### src/shared/wdr_consts.svh
`ifndef WDR_CONSTS_SVH
`define WDR_CONSTS_SVH
`define WDR_CNT_W 16
`define WDR_CNT_INIT 16'hffff
`define WDR_CNT_ZERO 16'h0000
`define WDR_CNT_STEP 16'h0001
`define WDR_PC_W 14
`define WDR_START_ADDR 14'h0000
`define WDR_SYNC_W 3
`define WDR_SYNC_INIT 3'h1
`define WDR_SRC_PIN 0
`define WDR_SRC_POR 1
`define WDR_SRC_VDROP 2
`define WDR_CLK_MHZ 40
`define WDR_DRIVE_NS 1000
`define WDR_DRIVE_W 8
`endif

### src/shared/wdr_pkg.sv
`include "wdr_consts.svh"
package wdr_pkg;
   typedef enum logic [1:0] {WDR_ST_RUN, WDR_ST_DRIVE, WDR_ST_HOLD} wdr_rst_state_type;
   typedef logic [`WDR_CNT_W-1:0] wdr_count_type;
endpackage : wdr_pkg

### src/shared/wdr_core_if.sv
`timescale 1ns/1ps
`include "wdr_consts.svh"
interface wdr_core_if;
   logic cnt_pulse;
   logic cnt_reload;
   wdr_pkg::wdr_count_type cnt_value;
   logic cnt_underflow;
   logic [`WDR_SYNC_W-1:0] pins_raw;
   logic [`WDR_SYNC_W-1:0] pins_clean;
   modport cnt_side (input cnt_pulse, input cnt_reload, output cnt_value, output cnt_underflow);
   modport sync_side (input pins_raw, output pins_clean);
endinterface : wdr_core_if

### src/design/wdr_wdog_counter.sv
`timescale 1ns/1ps
`include "wdr_consts.svh"
module wdr_wdog_counter (
   input wire logic core_clk,
   input wire logic sys_rst,
   input wire logic clk_en,
   wdr_core_if.cnt_side cnt
);
   wdr_pkg::wdr_count_type value_reg;
   wdr_pkg::wdr_count_type value_next;
   logic at_zero;

   assign at_zero = (value_reg == `WDR_CNT_ZERO);
   assign cnt.cnt_underflow = cnt.cnt_pulse && at_zero;
   // Zero minus one wraps straight to all ones, so counting does not stop at zero.
   assign value_next = cnt.cnt_reload ? `WDR_CNT_INIT : value_reg - `WDR_CNT_STEP;
   assign cnt.cnt_value = value_reg;

   always_ff @(posedge core_clk)
   begin
      if (sys_rst)
      begin
         value_reg <= `WDR_CNT_INIT;
      end
      else if (clk_en && (cnt.cnt_reload || cnt.cnt_pulse))
      begin
         value_reg <= value_next;
      end
   end
endmodule : wdr_wdog_counter

### src/design/wdr_pin_sync.sv
`timescale 1ns/1ps
`include "wdr_consts.svh"
module wdr_pin_sync (
   input wire logic core_clk,
   input wire logic sys_rst,
   input wire logic clk_en,
   wdr_core_if.sync_side syn
);
   localparam logic [`WDR_SYNC_W-1:0] SYNC_INIT = `WDR_SYNC_INIT;
   logic [`WDR_SYNC_W-1:0] ff1_reg;
   logic [`WDR_SYNC_W-1:0] ff2_reg;
   logic [`WDR_SYNC_W-1:0] ff3_reg;
   logic [`WDR_SYNC_W-1:0] clean_reg;

   genvar i;
   generate
      for (i = 0; i < `WDR_SYNC_W; i = i + 1)
      begin : g_bit
         // A level is accepted only once the second and third stages agree.
         always_ff @(posedge core_clk)
         begin
            if (sys_rst)
            begin
               ff1_reg[i] <= SYNC_INIT[i];
               ff2_reg[i] <= SYNC_INIT[i];
               ff3_reg[i] <= SYNC_INIT[i];
               clean_reg[i] <= SYNC_INIT[i];
            end
            else if (clk_en)
            begin
               ff1_reg[i] <= syn.pins_raw[i];
               ff2_reg[i] <= ff1_reg[i];
               ff3_reg[i] <= ff2_reg[i];
               if (ff2_reg[i] == ff3_reg[i])
               begin
                  clean_reg[i] <= ff3_reg[i];
               end
            end
         end
      end
   endgenerate

   assign syn.pins_clean = clean_reg;
endmodule : wdr_pin_sync

### src/design/wdr_top.sv
`timescale 1ns/1ps
`include "wdr_consts.svh"
module wdr_top (
   input wire logic core_clk,
   input wire logic sys_rst,
   input wire logic clk_en,
   input wire logic instr_clk_pulse,
   input wire logic instr_valid,
   input wire logic wdog_restart_instr,
   input wire logic wdog_disable_instr,
   input wire logic software_reset_instr,
   input wire logic ram_backup_entry,
   input wire logic reset_pin_in,
   input wire logic power_on_det,
   input wire logic vdrop_det,
   output logic reset_pin_out,
   output logic reset_pin_oe_n,
   output logic system_reset,
   output logic osc_stop,
   output logic exec_start,
   output logic [`WDR_PC_W-1:0] exec_start_addr,
   output logic skip_next_instr,
   output logic wdog_enable_flag,
   output logic wdog_first_timeout_flag,
   output logic wdog_second_timeout_flag,
   output logic port_init_hold,
   output logic port_c_pwm_pin_out,
   output logic port_c_pwm_pin_oe_n
);
   localparam int DRIVE_CYC = (`WDR_DRIVE_NS * `WDR_CLK_MHZ + 999) / 1000;
   localparam logic [`WDR_DRIVE_W-1:0] DRIVE_LAST = `WDR_DRIVE_W'(DRIVE_CYC - 1);
   localparam logic [`WDR_DRIVE_W-1:0] DRIVE_ONE = `WDR_DRIVE_W'(1);

   wdr_pkg::wdr_rst_state_type state_reg;
   wdr_pkg::wdr_rst_state_type state_next;
   logic [`WDR_DRIVE_W-1:0] drive_cnt_reg;
   logic [`WDR_DRIVE_W-1:0] drive_cnt_next;
   logic system_reset_reg;
   logic system_reset_next;
   logic wdog_first_flag_reg;
   logic wdog_first_flag_next;
   logic wdog_second_flag_reg;
   logic wdog_second_flag_next;
   logic wdog_enable_reg;
   logic wdog_enable_next;
   logic disable_pend_reg;
   logic disable_pend_next;
   logic skip_reg;
   logic exec_start_reg;
   logic [`WDR_PC_W-1:0] exec_start_addr_reg;
   logic reset_pin_out_reg;
   logic reset_pin_oe_n_reg;
   logic osc_stop_reg;
   logic port_init_hold_reg;
   logic port_c_pwm_pin_out_reg;
   logic port_c_pwm_pin_oe_n_reg;

   logic live_w;
   logic instr_w;
   logic restart_w;
   logic swrst_w;
   logic reinit_w;
   logic underflow_w;
   logic trip_w;
   logic ext_src_w;
   logic drive_req_w;
   logic release_w;
   logic skip_w;

   wdr_core_if core_if ();

   wdr_wdog_counter u_counter (
      .core_clk(core_clk),
      .sys_rst(sys_rst),
      .clk_en(clk_en),
      .cnt(core_if)
   );

   wdr_pin_sync u_sync (
      .core_clk(core_clk),
      .sys_rst(sys_rst),
      .clk_en(clk_en),
      .syn(core_if)
   );

   assign core_if.pins_raw = {vdrop_det, power_on_det, reset_pin_in};

   assign live_w = !system_reset_reg;
   assign instr_w = instr_valid && live_w;
   assign restart_w = instr_w && wdog_restart_instr;
   assign swrst_w = instr_w && software_reset_instr;
   assign reinit_w = system_reset_reg || (ram_backup_entry && live_w);
   assign core_if.cnt_reload = reinit_w;
   assign core_if.cnt_pulse = instr_clk_pulse && wdog_enable_reg && !reinit_w;
   assign underflow_w = core_if.cnt_underflow;
   assign trip_w = underflow_w && wdog_first_flag_reg;
   assign ext_src_w = !core_if.pins_clean[`WDR_SRC_PIN] || core_if.pins_clean[`WDR_SRC_POR]
      || core_if.pins_clean[`WDR_SRC_VDROP];
   assign drive_req_w = trip_w || swrst_w;
   assign skip_w = restart_w && wdog_first_flag_reg;

   // A hardware set outranks the restart clear in the same cycle.
   assign wdog_first_flag_next = reinit_w ? 1'b0 : underflow_w ? 1'b1
      : skip_w ? 1'b0 : wdog_first_flag_reg;
   assign wdog_second_flag_next = system_reset_reg ? 1'b0
      : trip_w ? 1'b1 : wdog_second_flag_reg;
   assign wdog_enable_next = reinit_w ? 1'b1
      : (disable_pend_reg && restart_w) ? 1'b0 : wdog_enable_reg;
   assign disable_pend_next = system_reset_reg ? 1'b0
      : instr_w ? wdog_disable_instr : disable_pend_reg;
   assign system_reset_next = (state_next != wdr_pkg::WDR_ST_RUN);
   assign release_w = (state_reg == wdr_pkg::WDR_ST_HOLD) && (state_next == wdr_pkg::WDR_ST_RUN);

   always_comb
   begin
      state_next = state_reg;
      drive_cnt_next = drive_cnt_reg;
      case (state_reg)
         wdr_pkg::WDR_ST_RUN:
         begin
            if (drive_req_w)
            begin
               state_next = wdr_pkg::WDR_ST_DRIVE;
               drive_cnt_next = '0;
            end
            else if (ext_src_w)
            begin
               state_next = wdr_pkg::WDR_ST_HOLD;
            end
         end
         wdr_pkg::WDR_ST_DRIVE:
         begin
            if (drive_cnt_reg == DRIVE_LAST)
            begin
               state_next = wdr_pkg::WDR_ST_HOLD;
            end
            else
            begin
               drive_cnt_next = drive_cnt_reg + DRIVE_ONE;
            end
         end
         wdr_pkg::WDR_ST_HOLD:
         begin
            if (!ext_src_w)
            begin
               state_next = wdr_pkg::WDR_ST_RUN;
            end
         end
         default:
         begin
            state_next = wdr_pkg::WDR_ST_HOLD;
         end
      endcase
   end

   always_ff @(posedge core_clk)
   begin
      if (sys_rst)
      begin
         state_reg <= wdr_pkg::WDR_ST_HOLD;
         drive_cnt_reg <= '0;
         system_reset_reg <= 1'b1;
      end
      else if (clk_en)
      begin
         state_reg <= state_next;
         drive_cnt_reg <= drive_cnt_next;
         system_reset_reg <= system_reset_next;
      end
   end

   always_ff @(posedge core_clk)
   begin
      if (sys_rst)
      begin
         wdog_first_flag_reg <= 1'b0;
         wdog_second_flag_reg <= 1'b0;
         wdog_enable_reg <= 1'b1;
         disable_pend_reg <= 1'b0;
         skip_reg <= 1'b0;
      end
      else if (clk_en)
      begin
         wdog_first_flag_reg <= wdog_first_flag_next;
         wdog_second_flag_reg <= wdog_second_flag_next;
         wdog_enable_reg <= wdog_enable_next;
         disable_pend_reg <= disable_pend_next;
         skip_reg <= skip_w;
      end
   end

   // The pin is only ever pulled low; a voltage drop stops the oscillator instead.
   always_ff @(posedge core_clk)
   begin
      if (sys_rst)
      begin
         exec_start_reg <= 1'b0;
         exec_start_addr_reg <= `WDR_START_ADDR;
         reset_pin_out_reg <= 1'b0;
         reset_pin_oe_n_reg <= 1'b1;
         osc_stop_reg <= 1'b0;
         port_init_hold_reg <= 1'b1;
         port_c_pwm_pin_out_reg <= 1'b0;
         port_c_pwm_pin_oe_n_reg <= 1'b0;
      end
      else if (clk_en)
      begin
         exec_start_reg <= release_w;
         exec_start_addr_reg <= `WDR_START_ADDR;
         reset_pin_out_reg <= 1'b0;
         reset_pin_oe_n_reg <= (state_next != wdr_pkg::WDR_ST_DRIVE);
         osc_stop_reg <= core_if.pins_clean[`WDR_SRC_VDROP];
         port_init_hold_reg <= system_reset_next;
         port_c_pwm_pin_out_reg <= 1'b0;
         port_c_pwm_pin_oe_n_reg <= !system_reset_next;
      end
   end

   assign reset_pin_out = reset_pin_out_reg;
   assign reset_pin_oe_n = reset_pin_oe_n_reg;
   assign system_reset = system_reset_reg;
   assign osc_stop = osc_stop_reg;
   assign exec_start = exec_start_reg;
   assign exec_start_addr = exec_start_addr_reg;
   assign skip_next_instr = skip_reg;
   assign wdog_enable_flag = wdog_enable_reg;
   assign wdog_first_timeout_flag = wdog_first_flag_reg;
   assign wdog_second_timeout_flag = wdog_second_flag_reg;
   assign port_init_hold = port_init_hold_reg;
   assign port_c_pwm_pin_out = port_c_pwm_pin_out_reg;
   assign port_c_pwm_pin_oe_n = port_c_pwm_pin_oe_n_reg;
endmodule : wdr_top

### config.mk
export PLATFORM = sky130hd
export DESIGN_NAME = wdr_top
export DESIGN_NICKNAME = d
export VERILOG_FILES = /design/src/shared/wdr_pkg.sv /design/src/shared/wdr_core_if.sv /design/src/design/wdr_wdog_counter.sv /design/src/design/wdr_pin_sync.sv /design/src/design/wdr_top.sv
export VERILOG_INCLUDE_DIRS = /design/src /design/src/shared
export SDC_FILE = /design/constraint.sdc
export NUM_CORES = 1
export LEC_CHECK = 0
export BUFFER_PORTS_ARGS = -buffer_cell sky130_fd_sc_hd__buf_2
export CAP_MARGIN = 20
export CORE_ASPECT_RATIO = 1.25
export CORE_MARGIN = 2
export CORE_UTILIZATION = 60
export DETAILED_ROUTE_END_ITERATION = 6
export PLACE_DENSITY = 0.87
export SLEW_MARGIN = 40
export SYNTH_ARGS = -nofsm -noshare
export SYNTH_HDL_FRONTEND = slang
export SYNTH_HIERARCHICAL = 1
export SYNTH_SLANG_ARGS = --single-unit
### constraint.sdc
create_clock -name core_clk -period 6.8 [get_ports core_clk]
set_input_delay 0.68 -clock core_clk [delete_from_list [all_inputs] [get_ports core_clk]]
set_output_delay 0.68 -clock core_clk [all_outputs]
set_load 0.005 [all_outputs]
# ---- Word level (Yosys, flattened, before mapping)
# Index checks and enable logic that the tools add are counted.
dict set report op_classes {
  add_sub_neg 2
  n_reduce_logical 38
  eq_ne 9
  mux 18
}
# op n
set op_table {}
lappend op_table {{zero test 16 bit} 1}
lappend op_table {{2-to-1 mux 16 bit} 1}
lappend op_table {{2-to-1 mux 8 bit} 2}
lappend op_table {{case mux 8 bit (2 select lines)} 1}
lappend op_table {{subtractor 16 x 1 -> 16 bit (second input constant)} 1}
lappend op_table {{AND reduction 2 bit} 7}
lappend op_table {{logical AND 1 bit} 12}
lappend op_table {{nonzero test 2 bit} 5}
lappend op_table {{2-to-1 mux 1 bit} 9}
lappend op_table {{adder 8 x 1 -> 8 bit (second input constant)} 1}
lappend op_table {{== test 8 x 6 -> 1 bit (second input constant)} 1}
lappend op_table {{2-to-1 mux 2 bit} 4}
lappend op_table {{case mux 2 bit (3 select lines)} 1}
lappend op_table {{logical OR 1 bit} 5}
lappend op_table {{zero test 1 bit} 4}
lappend op_table {{zero test 2 bit} 2}
lappend op_table {{inequality test 2 bit (second input constant)} 2}
lappend op_table {{AND reduction 4 bit} 1}
lappend op_table {{== test 1 bit} 3}
lappend op_table {{nonzero test 3 bit} 1}
lappend op_table {{== test 2 x 1 -> 1 bit (second input constant)} 1}
lappend op_table {{== test 2 bit (second input constant)} 1}
lappend op_table {{inequality test 2 x 1 -> 1 bit (second input constant)} 1}
dict set report totals {
  elab_cells 92
  in_bits 12
  output_inout_bits 26
  register_bits 48
}

# ---- Longest topological paths before layout
dict set report depth {
  word_depth 12
  depth_mapped 8
  ltp_nobuf 8
}

# ---- Modules after synthesis
# The synthesis kept the hierarchy.
# module n_inst cells_each area_per_inst_um2 seq_area_each_um2
set by_module_without_submodules {}
lappend by_module_without_submodules {wdr_top 1 124 1057.3 400.4}
lappend by_module_without_submodules {wdr_wdog_counter 1 93 834.6 320.3}
lappend by_module_without_submodules {wdr_pin_sync 1 45 460.4 240.2}

# ---- Least setup slack after synthesis
# OpenSTA, ideal clock, no wires.
dict set report synth_path {
  path_kind {input -> register}
  startpoint {in ram_backup_entry}
  endpoint {reg drive_cnt_reg[1]}
  setup_slack_ns 4.098
  n_path_buf 0
  t_required_ns 6.729
  setup_time_ns 0.071
  t_arrival_ns 2.631
  path_stages 8
  cell_sequence {or2_2 nor2_1 nand3_1 nor2_1 a21oi_1 a32o_2 or4_1 a21oi_1}
}
dict set report synth_between {
  elab_chain_cells 9
}
# item line
set synth_lines {}
lappend synth_lines {{start, declared} wdr_top.sv:12} ;# input wire logic ram_backup_entry,
lappend synth_lines {{logical AND 1 bit} wdr_top.sv:92} ;# assign reinit_w = system_reset_reg || (ram_backup_entry && live_w);
lappend synth_lines {{logical OR 1 bit} wdr_top.sv:92}
lappend synth_lines {{zero test 1 bit} wdr_top.sv:94} ;# assign core_if.cnt_pulse = instr_clk_pulse && wdog_enable_reg && !reinit_w;
lappend synth_lines {{logical AND 1 bit} wdr_top.sv:94}
lappend synth_lines {{named net core_if.cnt_pulse} wdr_core_if.sv:4} ;# logic cnt_pulse;
lappend synth_lines {{logical AND 1 bit} wdr_wdog_counter.sv:14} ;# assign cnt.cnt_underflow = cnt.cnt_pulse && at_zero;
lappend synth_lines {{named net core_if.cnt_underflow} wdr_core_if.sv:7} ;# logic cnt_underflow;
lappend synth_lines {{logical AND 1 bit} wdr_top.sv:96} ;# assign trip_w = underflow_w && wdog_first_flag_reg;
lappend synth_lines {{logical OR 1 bit} wdr_top.sv:99} ;# assign drive_req_w = trip_w || swrst_w;
lappend synth_lines {{inequality test 2 bit (no line)} --}
lappend synth_lines {{AND reduction 4 bit (no line)} --}
lappend synth_lines {{end signal, assigned} wdr_top.sv:167} ;# drive_cnt_reg <= drive_cnt_next;
lappend synth_lines {{end, declared} wdr_top.sv:36} ;# logic [`WDR_DRIVE_W-1:0] drive_cnt_reg;
# The timed path passes the listed nets, and every way through them passes these cells.
# A chain may end at the register's enable or synchronous reset.

# ---- Worst setup path after layout
dict set report layout_path {
  startpoint {in ram_backup_entry}
  endpoint {reg drive_cnt_reg[1]}
}
dict set report layout_between {
  elab_chain_cells 9
}
# item line
set layout_lines {}
lappend layout_lines {{logical AND 1 bit} wdr_top.sv:92}
lappend layout_lines {{logical OR 1 bit} wdr_top.sv:92}
lappend layout_lines {{named net core_if.cnt_reload} wdr_core_if.sv:5} ;# logic cnt_reload;
lappend layout_lines {{zero test 1 bit} wdr_top.sv:94}
lappend layout_lines {{logical AND 1 bit} wdr_top.sv:94}
lappend layout_lines {{named net core_if.cnt_pulse} wdr_core_if.sv:4}
lappend layout_lines {{logical AND 1 bit} wdr_wdog_counter.sv:14}
lappend layout_lines {{named net core_if.cnt_underflow} wdr_core_if.sv:7}
lappend layout_lines {{logical AND 1 bit} wdr_top.sv:96}
lappend layout_lines {{logical OR 1 bit} wdr_top.sv:99}
lappend layout_lines {{inequality test 2 bit (no line)} --}
lappend layout_lines {{AND reduction 4 bit (no line)} --}
# The timed path passes the listed nets, and every way through them passes these cells.

==> results.py <==
metrics = {
    "outcome": {
        "outcome": "complete, no violations",
    },
    "synthesis": {
        "yosysWarnings": 6,
        "syn_area_um2": 2352,
        "syn_area_per_cell_um2": 8.978,
        "seq_area_frac_synth_pct": 40.85,
        "synth_edf_count": 0,
        "synth_ff_type": "dfxtp_1",
        "synth_top_cells_by_count": "48 x dfxtp_1, 23 x nor2_1, 19 x a21oi_1",
        "ys_ff_latch": 48,
        "synth.most_common_cell": "dfxtp_1",
        "synth_top_area_share_pct": 40.85,
        "async_flop_share_pct": 0,
        "ys_types": 58,
        "netlist_instances": 262,
        "synthTopCellsByArea": "dfxtp_1 41%, buf_4 5.4%, a21oi_1 4.0%",
        "post-synth-top-area-cell": "dfxtp_1",
    },
    "job": {
        "max_cap_violations": 0,
    },
    "detailed_routing": {
        "firstDrtPassIters": 4,
        "ant_nets": 0,
        "routed_wl_um": 4474,
        "dr.first_iter.drc_count": 69,
        "drc_errors": 0,
        "vias": 1870,
        "via_per_inst": 5.582,
        "wire_per_inst_um": 13.36,
    },
    "sta": {
        "worst_slew_pin_slew_ps": 654.4,
        "final_max_slew_viol_count": 0,
        "holdWs_ps": 462.2,
        "period_share_pct": 40.84,
        "finClkSkew_ps": 8.533,
        "hold_viol": 0,
        "finalWorstSetupSlack_ps": 4023,
        "min_period_ps": 2777,
        "setup_viol": 0,
        "rsz0062_at_grt": "no",
        "max_freq_mhz": 360.1,
        "slew_headroom_pct": 56.37,
        "setup-tns-final_ps": 0,
    },
    "clocking": {
        "cts_setup_buffers": 0,
        "path_clk_slew_ps": 90,
        "htree_levels": 2,
        "clock_path_buffers": 2,
        "cts_tree": "yes",
        "clkLatencyLatePin_ps": 300,
        "ctsResizeCount": 0,
        "cts_root_buf": "clkbuf_8",
        "cts_made_buffers": 5,
        "cts_hold_buf": 0,
        "cts.sinks": 48,
    },
    "power_and_ir_drop": {
        "combPwrFrac_pct": 7.7,
        "clkPwrFrac_pct": 34.7,
        "irDropWorstVdd_mv": 0.1733,
        "power.density_nw_per_um2": 202.0,
        "switching_share_pct": 24.14,
        "p_sw_uw": 122.4,
        "p_int_uw": 384.6,
        "power_uw": 506.9,
        "p_leak_uw": 0.0009493,
        "p_seq_share_pct": 57.6,
    },
    "global_routing": {
        "grt_max_degree": 37,
        "grt_first_pass_wirelength_um": 7527,
        "grt_antenna_before_repair": 0,
        "overflow": 0,
        "first_global_vias": 1700,
        "grtUsageTotal_pct": 22.20,
    },
    "layout": {
        "largest_reg_flops": 16,
        "drive_gt1_share_pct": 18.15,
        "area_delta_synth_final_pct": 6.702,
        "antennaDiodeCount": 0,
        "fin_nets": 294,
    },
    "min_path": {
        "worstHoldPathType": "flip-flop to flip-flop",
    },
    "worst_setup_path": {
        "worstPathRequired_ps": 7020,
        "cp_data_arrival_time_ps": 3000,
        "crit_type": "input pin to flip-flop",
        "cp-end-kind": "flip-flop",
        "crit_fanout": 10,
        "start_kind": "input pin",
    },
    "place": {
        "pre_cts_ws_ps": 3746,
        "port_buffers": 21,
        "dp_hpwl_um": 3177,
        "gp_congestion": 0.7616,
    },
    "die": {
        "boundaryPins": 38,
        "core-area_um2": 3785,
        "die_h_um": 74.01,
        "dieArea_um2": 4441,
        "die_w_um": 60.01,
        "initial_core_util_pct": 62.15,
        "rows": 25,
    },
}
final timing paths:
path,depth (start not counted),startpoint,to,slack [ps]
worst max register to register,8,port_init_hold,drive_cnt_reg[1],4060
worst min-delay path,2,u_sync/ff3_reg[2],u_sync/syn.pins_clean[2],460
worst min register to register,2,u_sync/ff3_reg[2],u_sync/syn.pins_clean[2],460
worst max-delay path,9,ram_backup_entry,drive_cnt_reg[1],4020
cell type report:
cell class / count / area [um2]
Clock buffer: 7 / 86.33
Clock inverter: 1 / 7.507
Fill cell: 316 / 1275
Inverter: 5 / 18.77
Multi-Input combinational cell: 199 / 1264
Sequential cell: 48 / 960.9
Tap cell: 54 / 67.56
Timing Repair Buffer: 21 / 105.1
metal layers:
metal | share of wire [%] | vias up | GRT usage, %
met5 | 0 | - | 0
met4 | 1.8 | 0 | 10.37
met3 | 3.2 | 9 | 3.652
met2 | 50 | 40 | 37.92
met1 | 45 | 871 | 26.96
li1 | - | 950 | -
cells by family (layout without fill, tap and decap cells):
| logic type | count (synthesis) | after routing | share of synthesized area (%) |
|---|---|---|---|
| adder cells (fa/ha/maj) | 2 | 2 | 1.064 |
| XOR/XNOR | 10 | 10 | 3.724 |
| buffers and inverters | 30 | 34 | 7.978 |
| other | 1 | 16 | 0.1594 |
| flip-flops | 48 | 48 | 40.85 |
| multiplexers | 7 | 7 | 2.979 |
| AO/OA/AOI/OAI | 59 | 59 | 16.33 |
| AND/OR/NAND/NOR | 105 | 105 | 26.92 |
cell usage in the layout (no fill, tap or decap), types with 3 or more instances in the layout:
master / n
a211oi_1: 3
a21o_1: 4
a21oi_1: 18
buf_2: 21
clkbuf_8: 6
conb_1: 16
dfxtp_1: 48
inv_1: 4
mux2i_1: 7
nand2_1: 18
nand2b_1: 3
nand3_1: 11
nand4_1: 3
nor2_1: 23
nor2b_1: 3
nor3_1: 6
nor4_2: 3
o21ai_0: 8
o21ai_1: 3
o31ai_1: 5
or2_2: 3
or3_1: 5
or4_1: 5
xnor2_1: 9
per-stage QoR:
stage / instance area, um2 / cells / utilization (%)
5_1_grt: 2510 / 335 / 66.31
6_report: 2510 / 335 / 66.31
4_1_cts: 2510 / 335 / 66.31
3_5_place_dp: 2416 / 327 / 63.83
2_1_floorplan: 2409 / 277 / -
3_3_place_gp: 2412 / 327 / 63.74
power by group through the flow:
stage / Sequential, uW / Clock (uW) / Combinational, uW
floorplan: 296 / 0 / 35.6
global placement: 298 / 0 / 37.5
detailed placement: 299 / 0 / 39.0
CTS: 292 / 179 / 39.2
global route: 293 / 188 / 44.4
finish: 292 / 176 / 39.1
critical path, stage by stage:
cell and delay, ps:
buf_2 100, or2_2 340, nor2_1 400, nand3_1 120, nor2_1 270, a21oi_1 140
a32o_2 310, or4_1 480, a21oi_1 160
Power figures use the tool's default switching activity.
